## config.mk

```make
export PLATFORM = sky130hd
export DESIGN_NAME = pio_port
export DESIGN_NICKNAME = d
export VERILOG_FILES = /design/src/pio_pkg.sv /design/src/pio_line.sv /design/src/pio_port.sv
export SDC_FILE = /design/constraint.sdc
export NUM_CORES = 1
export LEC_CHECK = 0
export BUFFER_PORTS_ARGS = -buffer_cell sky130_fd_sc_hd__buf_4
export CORE_MARGIN = 2
export CORE_UTILIZATION = 29
export CTS_CLUSTER_SIZE = 28
export DETAILED_ROUTE_END_ITERATION = 8
export PLACE_DENSITY_LB_ADDON = 0.3
export SLEW_MARGIN = 20
export SYNTH_ARGS = -nofsm -noshare
export SYNTH_HDL_FRONTEND = slang
export SYNTH_SLANG_ARGS = --single-unit
export TNS_END_PERCENT = 5
```

## constraint.sdc

```tcl
create_clock -name aclk -period 2.4 [get_ports aclk]
set_clock_uncertainty 0.15 [all_clocks]
set_input_delay 0.36 -clock aclk [delete_from_list [all_inputs] [get_ports aclk]]
set_output_delay 0.36 -clock aclk [all_outputs]
set_load 0.02 [all_outputs]
```

## src/pio_pkg.sv

```systemverilog
// Package for the 32-line programmable I/O port.
// Assumes a 32-bit AXI4-Lite register bus and one clock domain.
package pio_pkg;

   // Port geometry
   localparam int PIO_LINES = 32;       // Configurable lines
   localparam int PIO_HALF = 16;        // Lines per configuration word

   // Register byte offsets on the bus
   localparam logic [5:0] PIO_FUNC_LO_OFS = 6'h00; // Function select, 0-15
   localparam logic [5:0] PIO_FUNC_HI_OFS = 6'h04; // Function select, 16-31
   localparam logic [5:0] PIO_DIR_LO_OFS = 6'h08;  // Direction select, 0-15
   localparam logic [5:0] PIO_DIR_HI_OFS = 6'h0c;  // Direction select, 16-31
   localparam logic [5:0] PIO_DATA_LO_OFS = 6'h10; // Output data, 0-15
   localparam logic [5:0] PIO_DATA_HI_OFS = 6'h14; // Output data, 16-31
   localparam logic [5:0] PIO_PIN_LO_OFS = 6'h18;  // Pin state, 0-15
   localparam logic [5:0] PIO_PIN_HI_OFS = 6'h1c;  // Pin state, 16-31
   localparam logic [5:0] PIO_OD_LO_OFS = 6'h20;   // Open-drain, 0-15
   localparam logic [5:0] PIO_OD_HI_OFS = 6'h24;   // Open-drain, 16-31

   // Values after reset: lines 4-9 normal, the rest inputs with pull
   localparam logic [31:0] PIO_FUNC_RST = 32'h0000_0000;
   localparam logic [31:0] PIO_DIR_RST = 32'hffff_fc0f;
   localparam logic [31:0] PIO_DATA_RST = 32'h0000_0000;
   localparam logic [31:0] PIO_OD_RST = 32'h0000_0000;

   // Fixed pull sense per line: 1 pull-up, 0 pull-down (lines 1, 10)
   localparam logic [31:0] PIO_PULL_UP = 32'hffff_fbfd;
   // Lines behind board inverters (lines 12, 13, 30, 31)
   localparam logic [31:0] PIO_INVERTED = 32'hc000_3000;

   // AXI response codes
   localparam logic [1:0] PIO_RESP_OKAY = 2'h0;
   localparam logic [1:0] PIO_RESP_SLVERR = 2'h2;

   // Line modes, as {function bit, direction bit}
   typedef enum logic [1:0]
   {
      PIO_MODE_NORMAL,
      PIO_MODE_IN_PULL,
      PIO_MODE_OUT,
      PIO_MODE_IN_FREE
   } pio_mode_t;

endpackage

```

## src/pio_line.sv

```systemverilog
// One I/O line: decodes its mode and registers its pad drive and read value.
// Assumes pad_in is synchronous to clk and the board resolves the wire.
`timescale 1ns/10ps
`default_nettype none
module pio_line
   import pio_pkg::*;
#(
   parameter bit PULL_UP = 1'b1,   // Fixed pull sense of this line
   parameter bit INVERTED = 1'b0,  // Board inverter in the path
   parameter bit FUNC_RST = 1'b0,  // Function bit after reset
   parameter bit DIR_RST = 1'b1    // Direction bit after reset
)
(
   input wire logic aclk,
   input wire logic aresetn,
   input wire logic func,
   input wire logic dir,
   input wire logic open_drain,
   input wire logic dat,
   input wire logic periph_out,
   input wire logic periph_oe,
   input wire logic pad_in,
   output logic pad_out,
   output logic pad_oe,
   output logic pad_pull_en,
   output logic pad_pull_up,
   output logic rd_val
);

   // All line state in one record
   typedef struct packed {
      logic out;
      logic oe;
      logic pull_en;
      logic rd;
   } pio_line_st_t;

   pio_line_st_t st_q; // Registered state
   pio_line_st_t st_d; // Next state
   pio_mode_t mode;    // Decoded mode

   // Mode decode and pad drive
   always_comb
   begin
      mode = pio_mode_t'({func, dir});
      st_d = st_q;
      st_d.rd = pad_in ^ INVERTED;
      st_d.out = 1'b0;
      st_d.oe = 1'b0;
      st_d.pull_en = 1'b0;
      case (mode)
         PIO_MODE_NORMAL:
         begin
            // Shared peripheral owns the pad
            st_d.out = periph_out;
            st_d.oe = periph_oe;
         end
         PIO_MODE_IN_PULL:
            st_d.pull_en = 1'b1;
         PIO_MODE_OUT:
         begin
            // Inverter-fed lines never drive in output mode
            if (!INVERTED)
            begin
               if (open_drain)
               begin
                  st_d.out = 1'b0;
                  st_d.oe = ~dat;
               end
               else
               begin
                  st_d.out = dat;
                  st_d.oe = 1'b1;
               end
            end
         end
         PIO_MODE_IN_FREE:
            st_d.pull_en = 1'b0;
         default:
            st_d.pull_en = 1'b0;
      endcase
   end

   // Register; reset pull enable mirrors the reset mode of this line, pad drive resets off
   always_ff @(posedge aclk)
   begin
      if (!aresetn)
      begin
         st_q.out <= 1'b0;
         st_q.oe <= 1'b0;
         st_q.pull_en <= ~FUNC_RST & DIR_RST;
         st_q.rd <= 1'b0;
      end
      else
         st_q <= st_d;
   end

   assign pad_out = st_q.out;
   assign pad_oe = st_q.oe;
   assign pad_pull_en = st_q.pull_en;
   assign pad_pull_up = PULL_UP;
   assign rd_val = st_q.rd;

endmodule
`default_nettype wire

```

## src/pio_port.sv

```systemverilog
// Top of the 32-line programmable I/O port with its AXI4-Lite slave.
// Assumes pins are synchronous to aclk; the board resolves pad wires.
//
// Added by the designer: the AXI4-Lite interface to the registers and the register offsets.
`timescale 1ns/10ps
`default_nettype none
module pio_port
   import pio_pkg::*;
#(
   parameter int LINES = PIO_LINES // Line count, two words
)
(
   input wire logic aclk,
   input wire logic aresetn,
   // AXI4-Lite write address
   input wire logic [31:0] s_axi_awaddr,
   input wire logic [2:0] s_axi_awprot,
   input wire logic s_axi_awvalid,
   output logic s_axi_awready,
   // AXI4-Lite write data
   input wire logic [31:0] s_axi_wdata,
   input wire logic [3:0] s_axi_wstrb,
   input wire logic s_axi_wvalid,
   output logic s_axi_wready,
   // AXI4-Lite write response
   output logic [1:0] s_axi_bresp,
   output logic s_axi_bvalid,
   input wire logic s_axi_bready,
   // AXI4-Lite read address
   input wire logic [31:0] s_axi_araddr,
   input wire logic [2:0] s_axi_arprot,
   input wire logic s_axi_arvalid,
   output logic s_axi_arready,
   // AXI4-Lite read data
   output logic [31:0] s_axi_rdata,
   output logic [1:0] s_axi_rresp,
   output logic s_axi_rvalid,
   input wire logic s_axi_rready,
   // Shared peripheral side of each line
   input wire logic [LINES-1:0] periph_out,
   input wire logic [LINES-1:0] periph_oe,
   // Header pins, five signals each
   input wire logic [LINES-1:0] pin_in,
   output logic [LINES-1:0] pin_out,
   output logic [LINES-1:0] pin_oe,
   output logic [LINES-1:0] pin_pull_en,
   output logic [LINES-1:0] pin_pull_up,
   // Configured-mode view for the peripherals
   output logic [LINES-1:0] line_function_select,
   output logic [LINES-1:0] line_direction_select
);

   // Whole bus-side state in one record
   typedef struct packed {
      // Write halves held until both are present
      logic aw_got;           // Write address held
      logic [5:0] aw_addr;    // Held write offset
      logic w_got;            // Write data held
      logic [31:0] w_data;    // Held write data
      logic [3:0] w_strb;     // Held byte enables
      // Channel readies and pending answers
      logic awready;          // Address channel ready
      logic wready;           // Data channel ready
      logic bvalid;           // Write response pending
      logic [1:0] bresp;      // Write response code
      logic arready;          // Read address ready
      logic rvalid;           // Read data pending
      logic [31:0] rdata;     // Read data
      logic [1:0] rresp;      // Read response code
      // Line configuration, bit n drives line n
      logic [31:0] func;      // Function select bits
      logic [31:0] dir;       // Direction select bits
      logic [31:0] data;      // Output data bits
      logic [31:0] od;        // Open-drain select bits
   } pio_st_t;

   pio_st_t st_q; // Registered state
   pio_st_t st_d; // Next state

   logic [LINES-1:0] rd_val; // Per-line read value

   // Readies drop once a write half is held and return only after
   // the response is taken, so a waiting half is never overwritten.
   // A read is answered next cycle; arready stays low until rdata is
   // taken, so one read at most is in flight.
   // Words hold 16 line bits in [15:0]; upper halves read as zero.

   // Merge byte lanes from the low half of a word; upper half is dropped
   function automatic logic [15:0] pio_merge(input logic [15:0] old,
                                             input logic [31:0] wd,
                                             input logic [3:0] strb);
      logic [15:0] res;
      res = old;
      if (strb[0])
         res[7:0] = wd[7:0];
      if (strb[1])
         res[15:8] = wd[15:8];
      // Lanes 3:2 map to no line and are dropped
      return res;
   endfunction

   // Does an offset name a writable register?
   function automatic logic pio_wr_ok(input logic [5:0] ofs);
      logic ok;
      ok = 1'b0;
      // Pin state words are read-only
      case (ofs)
         PIO_FUNC_LO_OFS, PIO_FUNC_HI_OFS,
         PIO_DIR_LO_OFS, PIO_DIR_HI_OFS,
         PIO_DATA_LO_OFS, PIO_DATA_HI_OFS,
         PIO_OD_LO_OFS, PIO_OD_HI_OFS:
            ok = 1'b1;
         default:
            ok = 1'b0;
      endcase
      return ok;
   endfunction

   // Bus slave and register file
   always_comb
   begin
      logic [5:0] ofs;
      logic hit;
      ofs = 6'h00;
      hit = 1'b0;
      st_d = st_q;
      // Every field holds unless a branch below overrides it

      // Capture write address; accepted independently of data
      if (st_q.awready && s_axi_awvalid)
      begin
         st_d.aw_got = 1'b1;
         st_d.aw_addr = s_axi_awaddr[5:0];
         st_d.awready = 1'b0;
      end

      // Capture write data; either order is fine
      if (st_q.wready && s_axi_wvalid)
      begin
         st_d.w_got = 1'b1;
         st_d.w_data = s_axi_wdata;
         st_d.w_strb = s_axi_wstrb;
         st_d.wready = 1'b0;
      end

      // Both halves present: commit and respond
      if (st_q.aw_got && st_q.w_got && !st_q.bvalid)
      begin
         st_d.aw_got = 1'b0;
         st_d.w_got = 1'b0;
         st_d.bvalid = 1'b1;
         // Unaligned or unmapped offsets store nothing
         hit = pio_wr_ok(st_q.aw_addr);
         st_d.bresp = hit ? PIO_RESP_OKAY : PIO_RESP_SLVERR;
         case (st_q.aw_addr)
            // Function select words
            PIO_FUNC_LO_OFS:
               st_d.func[15:0] = pio_merge(st_q.func[15:0],
                                           st_q.w_data, st_q.w_strb);
            PIO_FUNC_HI_OFS:
               st_d.func[31:16] = pio_merge(st_q.func[31:16],
                                            st_q.w_data, st_q.w_strb);

            // Direction select words
            PIO_DIR_LO_OFS:
               st_d.dir[15:0] = pio_merge(st_q.dir[15:0],
                                          st_q.w_data, st_q.w_strb);
            PIO_DIR_HI_OFS:
               st_d.dir[31:16] = pio_merge(st_q.dir[31:16],
                                           st_q.w_data, st_q.w_strb);

            // Output data words
            PIO_DATA_LO_OFS:
               st_d.data[15:0] = pio_merge(st_q.data[15:0],
                                           st_q.w_data, st_q.w_strb);
            PIO_DATA_HI_OFS:
               st_d.data[31:16] = pio_merge(st_q.data[31:16],
                                            st_q.w_data, st_q.w_strb);

            // Open-drain select words
            PIO_OD_LO_OFS:
               st_d.od[15:0] = pio_merge(st_q.od[15:0],
                                         st_q.w_data, st_q.w_strb);
            PIO_OD_HI_OFS:
               st_d.od[31:16] = pio_merge(st_q.od[31:16],
                                          st_q.w_data, st_q.w_strb);
            // Pin state words and holes store nothing
            default:
               st_d.bresp = PIO_RESP_SLVERR;
         endcase
      end

      // Retire write response
      // Readies return only now, which ends the write
      if (st_q.bvalid && s_axi_bready)
      begin
         st_d.bvalid = 1'b0;
         st_d.awready = 1'b1;
         st_d.wready = 1'b1;
      end

      // Read: one outstanding, answered one cycle after the address
      if (st_q.arready && s_axi_arvalid)
      begin
         ofs = s_axi_araddr[5:0];
         st_d.arready = 1'b0;
         st_d.rvalid = 1'b1;
         st_d.rresp = PIO_RESP_OKAY;
         st_d.rdata = 32'h0000_0000;
         case (ofs)
            // Function select words
            PIO_FUNC_LO_OFS:
               st_d.rdata[15:0] = st_q.func[15:0];
            PIO_FUNC_HI_OFS:
               st_d.rdata[15:0] = st_q.func[31:16];

            // Direction select words
            PIO_DIR_LO_OFS:
               st_d.rdata[15:0] = st_q.dir[15:0];
            PIO_DIR_HI_OFS:
               st_d.rdata[15:0] = st_q.dir[31:16];

            // Output data words
            PIO_DATA_LO_OFS:
               st_d.rdata[15:0] = st_q.data[15:0];
            PIO_DATA_HI_OFS:
               st_d.rdata[15:0] = st_q.data[31:16];

            // Live pin state, one cycle behind the pin
            PIO_PIN_LO_OFS:
               st_d.rdata[15:0] = rd_val[15:0];
            PIO_PIN_HI_OFS:
               st_d.rdata[15:0] = rd_val[31:16];

            // Open-drain select words
            PIO_OD_LO_OFS:
               st_d.rdata[15:0] = st_q.od[15:0];
            PIO_OD_HI_OFS:
               st_d.rdata[15:0] = st_q.od[31:16];
            default:
               // Unmapped address answers with an error, data zero
               st_d.rresp = PIO_RESP_SLVERR;
         endcase
      end

      // Retire read data
      // Address channel reopens only once the data is taken
      if (st_q.rvalid && s_axi_rready)
      begin
         st_d.rvalid = 1'b0;
         st_d.arready = 1'b1;
      end
   end

   // State register; configuration takes its reset defaults
   // Reset is synchronous; the line cells reset the pads on the same edge
   always_ff @(posedge aclk)
   begin
      if (!aresetn)
      begin
         st_q.aw_got <= 1'b0;
         st_q.aw_addr <= 6'h00;
         st_q.w_got <= 1'b0;
         st_q.w_data <= 32'h0000_0000;
         st_q.w_strb <= 4'h0;
         st_q.awready <= 1'b1;
         st_q.wready <= 1'b1;
         st_q.bvalid <= 1'b0;
         st_q.bresp <= PIO_RESP_OKAY;
         st_q.arready <= 1'b1;
         st_q.rvalid <= 1'b0;
         st_q.rdata <= 32'h0000_0000;
         st_q.rresp <= PIO_RESP_OKAY;
         st_q.func <= PIO_FUNC_RST;
         st_q.dir <= PIO_DIR_RST;
         st_q.data <= PIO_DATA_RST;
         st_q.od <= PIO_OD_RST;
      end
      else
         st_q <= st_d;
   end

   // Bus outputs straight from the state register
   // No output is combinational, so the bus sees no loops
   assign s_axi_awready = st_q.awready;
   assign s_axi_wready = st_q.wready;
   assign s_axi_bvalid = st_q.bvalid;
   assign s_axi_bresp = st_q.bresp;
   assign s_axi_arready = st_q.arready;
   assign s_axi_rvalid = st_q.rvalid;
   assign s_axi_rdata = st_q.rdata;
   assign s_axi_rresp = st_q.rresp;
   assign line_function_select = st_q.func;
   assign line_direction_select = st_q.dir;

   // Lines 26 and 29 reset as pulled inputs and so never drive low while
   // in reset; the board must not pull them low either.
   // Interrupts 0, 1 and 3 are separate pins and never reach this port.

   // One cell per line; pull sense and inverter are fixed per line
   // Each cell registers its own pad drive, so pads lag the
   // configuration words by one cycle
   genvar gi;
   generate
      for (gi = 0; gi < LINES; gi = gi + 1)
      begin : g_line
         pio_line #(
            .PULL_UP(PIO_PULL_UP[gi]),
            .INVERTED(PIO_INVERTED[gi]),
            .FUNC_RST(PIO_FUNC_RST[gi]),
            .DIR_RST(PIO_DIR_RST[gi])
         ) u_line (
            .aclk(aclk),
            .aresetn(aresetn),
            .func(st_q.func[gi]),
            .dir(st_q.dir[gi]),
            .open_drain(st_q.od[gi]),
            .dat(st_q.data[gi]),
            .periph_out(periph_out[gi]),
            .periph_oe(periph_oe[gi]),
            .pad_in(pin_in[gi]),
            .pad_out(pin_out[gi]),
            .pad_oe(pin_oe[gi]),
            .pad_pull_en(pin_pull_en[gi]),
            .pad_pull_up(pin_pull_up[gi]),
            .rd_val(rd_val[gi])
         );
      end
   endgenerate

endmodule
`default_nettype wire

```

Yosys cells after proc, flatten, opt, wreduce, memory -nomap -nowiden
Cells that the tools add are included.

word-level totals
  flip-flop bits (word level) = 307
  output and inout port bits = 233

operators by class
  eq/ne operators = 76
  mux-type cells = 94
  bitwise gates (word level) = 33
  reduce and logical (&&, ||, !) cells = 67

operators by type and width
  operator            number
  $pmux 16 s10        1
  $pmux 2 s2          28
  $eq 2x1->1 const B  32
  $logic_not 2->1     32
  $mux 2              31
  $eq 2x2->1 const B  28
  $reduce_and 3->1    16
  $eq 6x5->1 const B  6
  $mux 1              34
  $not 1->1           33
  $eq 6x4->1 const B  4
  $eq 6x6->1 const B  4
  $eq 6x3->1 const B  2
  $logic_not 6->1     2
  $reduce_or 10->1    1
  $reduce_and 2->1    4
  $reduce_or 8->1     1
  $logic_and 1x1->1   7
  $reduce_or 2->1     3
  $logic_not 1->1     1

Logic depth before layout (Yosys ltp)
  depth after elaboration = 6
  gate-level depth with buffers = 7

By module
From an unflattened synthesis, not the netlist that was laid out.

second synthesis, totals
  cells, all modules = 1,393
  area, all modules = 13,779.5 sq um

by module, submodules not included
  module                             instances  cells each  area an instance (sq um)
  pio_port                           1          925         8,964.8
  pio_line at g_line[0].u_line ...   22         15          157.7
  pio_line at g_line[4].u_line ...   6          15          142.6
  pio_line at g_line[12].u_line ...  4          12          122.6

Worst setup path before layout
Ideal clock, no wire load.

  kind = reg-to-reg
  from = register st_q (netlist bit s_axi_bvalid)
  to = register, netlist name line_direction_select[24]
  library setup time = 129 ps
  data arrival time = 1,590 ps
  path slack = 531 ps
  cell stages (with the launch flop) = 6
  cell sequence = dfxtp_1 and4b_1 clkbuf_1 nand4_2 mux2i_1 nand2_1

between the ends
  cells in the longest elaborated chain, start to end = 3

RTL lines
  element                            RTL line         text
  start, declared                    pio_port.sv:77   pio_st_t st_q;
  start signal, assigned             pio_port.sv:280  st_q <= st_d;
  $logic_not 1->1                    pio_port.sv:147  if (st_q.aw_got && st_q.w_got && !st_q.bvalid)
  $logic_and 1x1->1                  pio_port.sv:147
  $reduce_and 3->1 (no source line)  --

Every way passes these cells.
A chain may end at the register's enable or synchronous reset.

Worst setup path after layout
  from = input aresetn
  to = register st_q (netlist bit s_axi_wready)

between the ends
  cells in the longest elaborated chain, start to end = 2

RTL lines
  element                           RTL line        text
  start, declared                   pio_port.sv:14  input wire logic aresetn,
  $not 1->1 (no source line)        --
  $reduce_or 2->1 (no source line)  --

Every way passes these cells.

==> results.md <==
Outcome:
- The flow ran to the end, and the final reports show no timing, DRC or antenna violations.

CTS:
- The library cell used as clock root buffer is clkbuf_16.
- The clock tree from TritonCTS is built.
- The clock transition at the register clock pins on the worst setup and hold paths after CTS is 0.06 ns.
- The clock net sink count is between 300 and 400.
- Once the clock tree was built, the setup fixing pass inserted 0 buffers.
- Counting along the longest clock path gives a buffer depth of 3.
- The count of H-tree levels built during CTS is 2.
- TritonCTS created 38 clock buffers.
- The later-pin clock latency in the skew report is 0.54 ns.

STA:
- The number of endpoints with negative hold slack in the final report is 0.
- The maximum clock frequency is 476 MHz.
- For the finished layout, the period the worst path requires is approximately 2.1 ns.
- The worst path uses ~90% of the clock period.
- The final count of pins violating max slew came to 0.
- Headroom to the max-slew limit came out at between 60 and 70%.
- Setup repair after global routing left no endpoint under its margin.
- Setup violations remaining at the end of the flow were counted as 0.
- For the pin with the worst max-slew slack, the measured transition is 0.531 ns.
- The sum of negative setup slack is 0 ns.

Placed design:
- Once detailed placement completed, the half-perimeter wirelength came to 31.1 mm.
- Counting tap cells, the placed design contains a total of 2169 instances.
- Buffers placed on the I/O ports in this run total around 320.
- The placed cell area is 0.0155 mm2.
- The final weighted congestion of routability-driven global placement is 0.789.

Min path:
- The class of the tightest hold or removal check is in -> reg.
- Along the worst hold path, the cell count comes to 3.

GRT:
- Summed over all layers, the global routing overflow is 0.
- The number of antenna violations at the first check in global routing came to 6.
- The first global-routing pass estimated 65.4 mm of wire.
- The number of global-route vias before repair is between 10000 and 15000.
- The global-route usage over all layers is 17.3%.
- The maximum number of pins on one net before global-route repair is between 70 and 80.

Layout:
- The post-route netlist has 26.8% of its cells at a drive strength greater than 1.
- Compared with the post-synthesis result, the final layout area differs by 31.2%.
- The final instance count without filler cells is 2369.
- The library cells used most frequently in the layout, excluding fill and tap cells, are 359 x buf_4, 305 x dfxtp_1, 165 x mux2i_1.
- The post-layout instance area is 0.0181 mm2.
- The total number of nets in the final design is 1940.
- The most common cell after layout, fill and taps aside is buf_4.

Floorplan:
- The area of the die is approximately 0.049 mm2.
- From left edge to right edge, the die measures 222 um.
- The floorplan core area is 0.0468 mm2.
- In this run the vertical extent of the chip is 222 um.
- In this run the core area contains between 70 and 80 standard-cell rows.
- For this design the top-level I/O count stands at ~440.
- The initial standard-cell utilization of the core is 29.5%.

Drt:
- For this block, the routed nets add up to 44.0 mm of wire.
- The first-iteration detailed-routing DRC count is ~570.
- After detailed routing, the average wire length per cell comes to 18.6 um.
- The routed layout has around 11000 vias.
- The post-detailed-route via-to-cell ratio is about 4.6.
- The DRC violation count after routing is 0.
- The first-pass detailed-route iteration total is 5.
- The antenna violation net count after detailed routing is 0.

Run:
- The reported max-cap violation count is 0.

Pwr:
- The worst IR drop on VDD is approximately 0.54 mV.
- For this design the ratio of total power to cell area is between 600 and 700 mW/mm2.
- In this run switching power makes up 23.1% of total power.
- The analysis attributes to cell leakage a power of 8.45 nW.
- The part of the total power dissipated in combinational logic is 7.6%.
- Cell internal power was estimated by the tool at 9.35 mW.
- Registers are responsible for 42.9% of the overall power.
- Summing internal, switching and leakage power gives roughly 12 mW.
- For this design the total switching power over the nets is 2.80 mW.
- The share of power burned in the clock network is 49.5%.

Logic synthesis:
- In the post-synthesis netlist, the biggest area contributors are dfxtp_1 44%, buf_4 13%, mux2i_1 12%.
- The share of the Yosys chip area taken by registers is between 40% and 50%.
- Yosys printed 0 warnings.
- The dominant synthesized flop cell is dfxtp_1.
- The cell count after synthesis came out at 1461.
- The number of synthesized register bits is ~310.
- Of the post-synthesis cell area, the dominant cell type holds roughly 44%.
- The number of distinct library cell variants in the gate-level netlist after synthesis is 59.
- Averaged over all synthesized cells, the footprint is 9.44 um2.
- The biggest area contributor in the post-synthesis netlist is dfxtp_1.
- Summing every instance area after synthesis gives between 0.01 and 0.015 mm2.
- The count of flip-flops with a built-in enable after synthesis is 0.
- The share of async-settable or async-resettable flops after synthesis is 0%.

Worst setup path:
- The critical path launch point type is an input port.
- By startpoint and endpoint, the worst setup path is classified as in -> reg.
- The highest-delay cell along the critical path is dlygate4sd3_1.
- The setup check on the worst reg-to-reg path leaves a slack of a little under 0.5 ns.
- In this run the worst path has a maximum fanout of 22.
- The data arrival time of the critical path is 2.38 ns.
- For the worst setup path, the data required time is between 2 and 3 ns.
- In this design, the stage delay of the slowest critical-path cell is ~0.56 ns.
- Measured in cells, the most critical reg-to-reg path has a length of 5.
- The signal on the critical path passes through dlygate4sd3_1, buf_4, inv_4, buf_4, a21oi_1, o21ai_0, dlygate4sd3_1.
- STA classifies the critical path endpoint as a flop.
[through the flow]
step	hold WS, ns	util [%]	setup WS [ns]
floorplan	0.277	-	0.531
global placement	0.290	33.1	0.172
detailed placement	0.298	33.1	0.172
CTS	0.0412	38.7	0.305
global route	0.0615	38.7	0.217
finish	0.0692	38.7	0.298
[power by group through the flow]
stage	sequential (mW)	clock, mW	combinational (mW)
2_1_floorplan	5.28	0	0.514
3_3_place_gp	5.33	0	0.742
3_5_place_dp	5.33	0	0.751
4_1_cts	5.22	6.15	0.929
5_1_grt	5.23	6.36	0.991
6_report	5.22	6.01	0.922
[final timing paths]
| path | from | end |
|---|---|---|
| min reg2reg | st_q[169]$_SDFFE_PN0P_ | st_q[169]$_SDFFE_PN0P_ |
| min | s_axi_araddr[5] | s_axi_rdata[15]$_SDFFE_PN0P_ |
| max reg2reg | st_q[208]$_SDFFE_PN0P_ | line_function_select[31]$_SDFFE_PN0P_ |
| max | aresetn | s_axi_wready$_SDFFE_PP1P_ |
[critical path: cells and delay by family]
| family | cells | cell delay, ns |
|---|---|---|
| compound gates | 2 | 0.28 |
| buf+inv | 5 | 1.74 |
[kinds of logic after synthesis]
family | after synthesis | share of synthesized area (%)
muxes | 182 | 13.9
other | 2 | 0.0545
DFF | 305 | 44.3
AOI/OAI and AO/OA | 184 | 8.48
and+or+nand+nor | 444 | 17.4
adders and majority gates | 1 | 0.0726
buffers and inverters | 343 | 15.8
[cell usage after synthesis, types with 2 or more instances]
library cell and number:
o21ai_0 45, nor2b_1 13, a22oi_1 5, nor4_1 5, inv_1 32, nand3_2 12
buf_4 230, a221oi_1 6, nand3b_1 30, nand4_2 2, mux2i_1 165, or4_1 2
a21oi_1 62, o22a_1 5, and2_1 44, o221a_2 3, nand4b_1 2, nand2_1 107
nor2_1 130, mux2_2 10, buf_1 5, a311oi_1 30, clkbuf_1 56, nor4bb_1 4
nor3b_1 3, nor4b_1 5, dfxtp_1 305, a31oi_1 14, nand2b_1 36, and4b_1 2
a211oi_1 5, conb_1 2, mux4_2 7, a2111oi_0 4, nor3_1 16, and3b_1 7
nor4b_2 2, buf_2 17, nand3_1 11
[final cells by class]
| type | count | area (um2) |
|---|---|---|
| timing repair buffer | 492 | 4070 |
| sequential | 305 | 6110 |
| fill | 4634 | 28700 |
| tap | 607 | 759 |
| clock inverter | 14 | 179 |
| inverter | 33 | 126 |
| antenna | 2 | 5.00 |
| clock buffer | 55 | 1150 |
| multi-input combinational | 861 | 5700 |
[flip-flops by register name, summed over array words and instances (netlist names), 16 cells and up]
name                       count
g_line.u_line.pad_pull_en     32
g_line.u_line.pad_out         32
g_line.u_line.pad_oe          32
line_direction_select         32
line_function_select          32
g_line.u_line.rd_val          32
s_axi_rdata                   16
st_q                          90
[what timing repair did]
item	in CTS	in global routing
hold endpoints to repair	130	0
hold buffers	129	0
resized for setup	0	0
[routing by layer]
layer	global-route usage (%)	wire [um]
met4	4.77	1010
met1	21.6	19000
met2	29.3	21100
met3	4.55	2870
met5	0	49
Note: power is estimated with default switching activity, not from simulation.
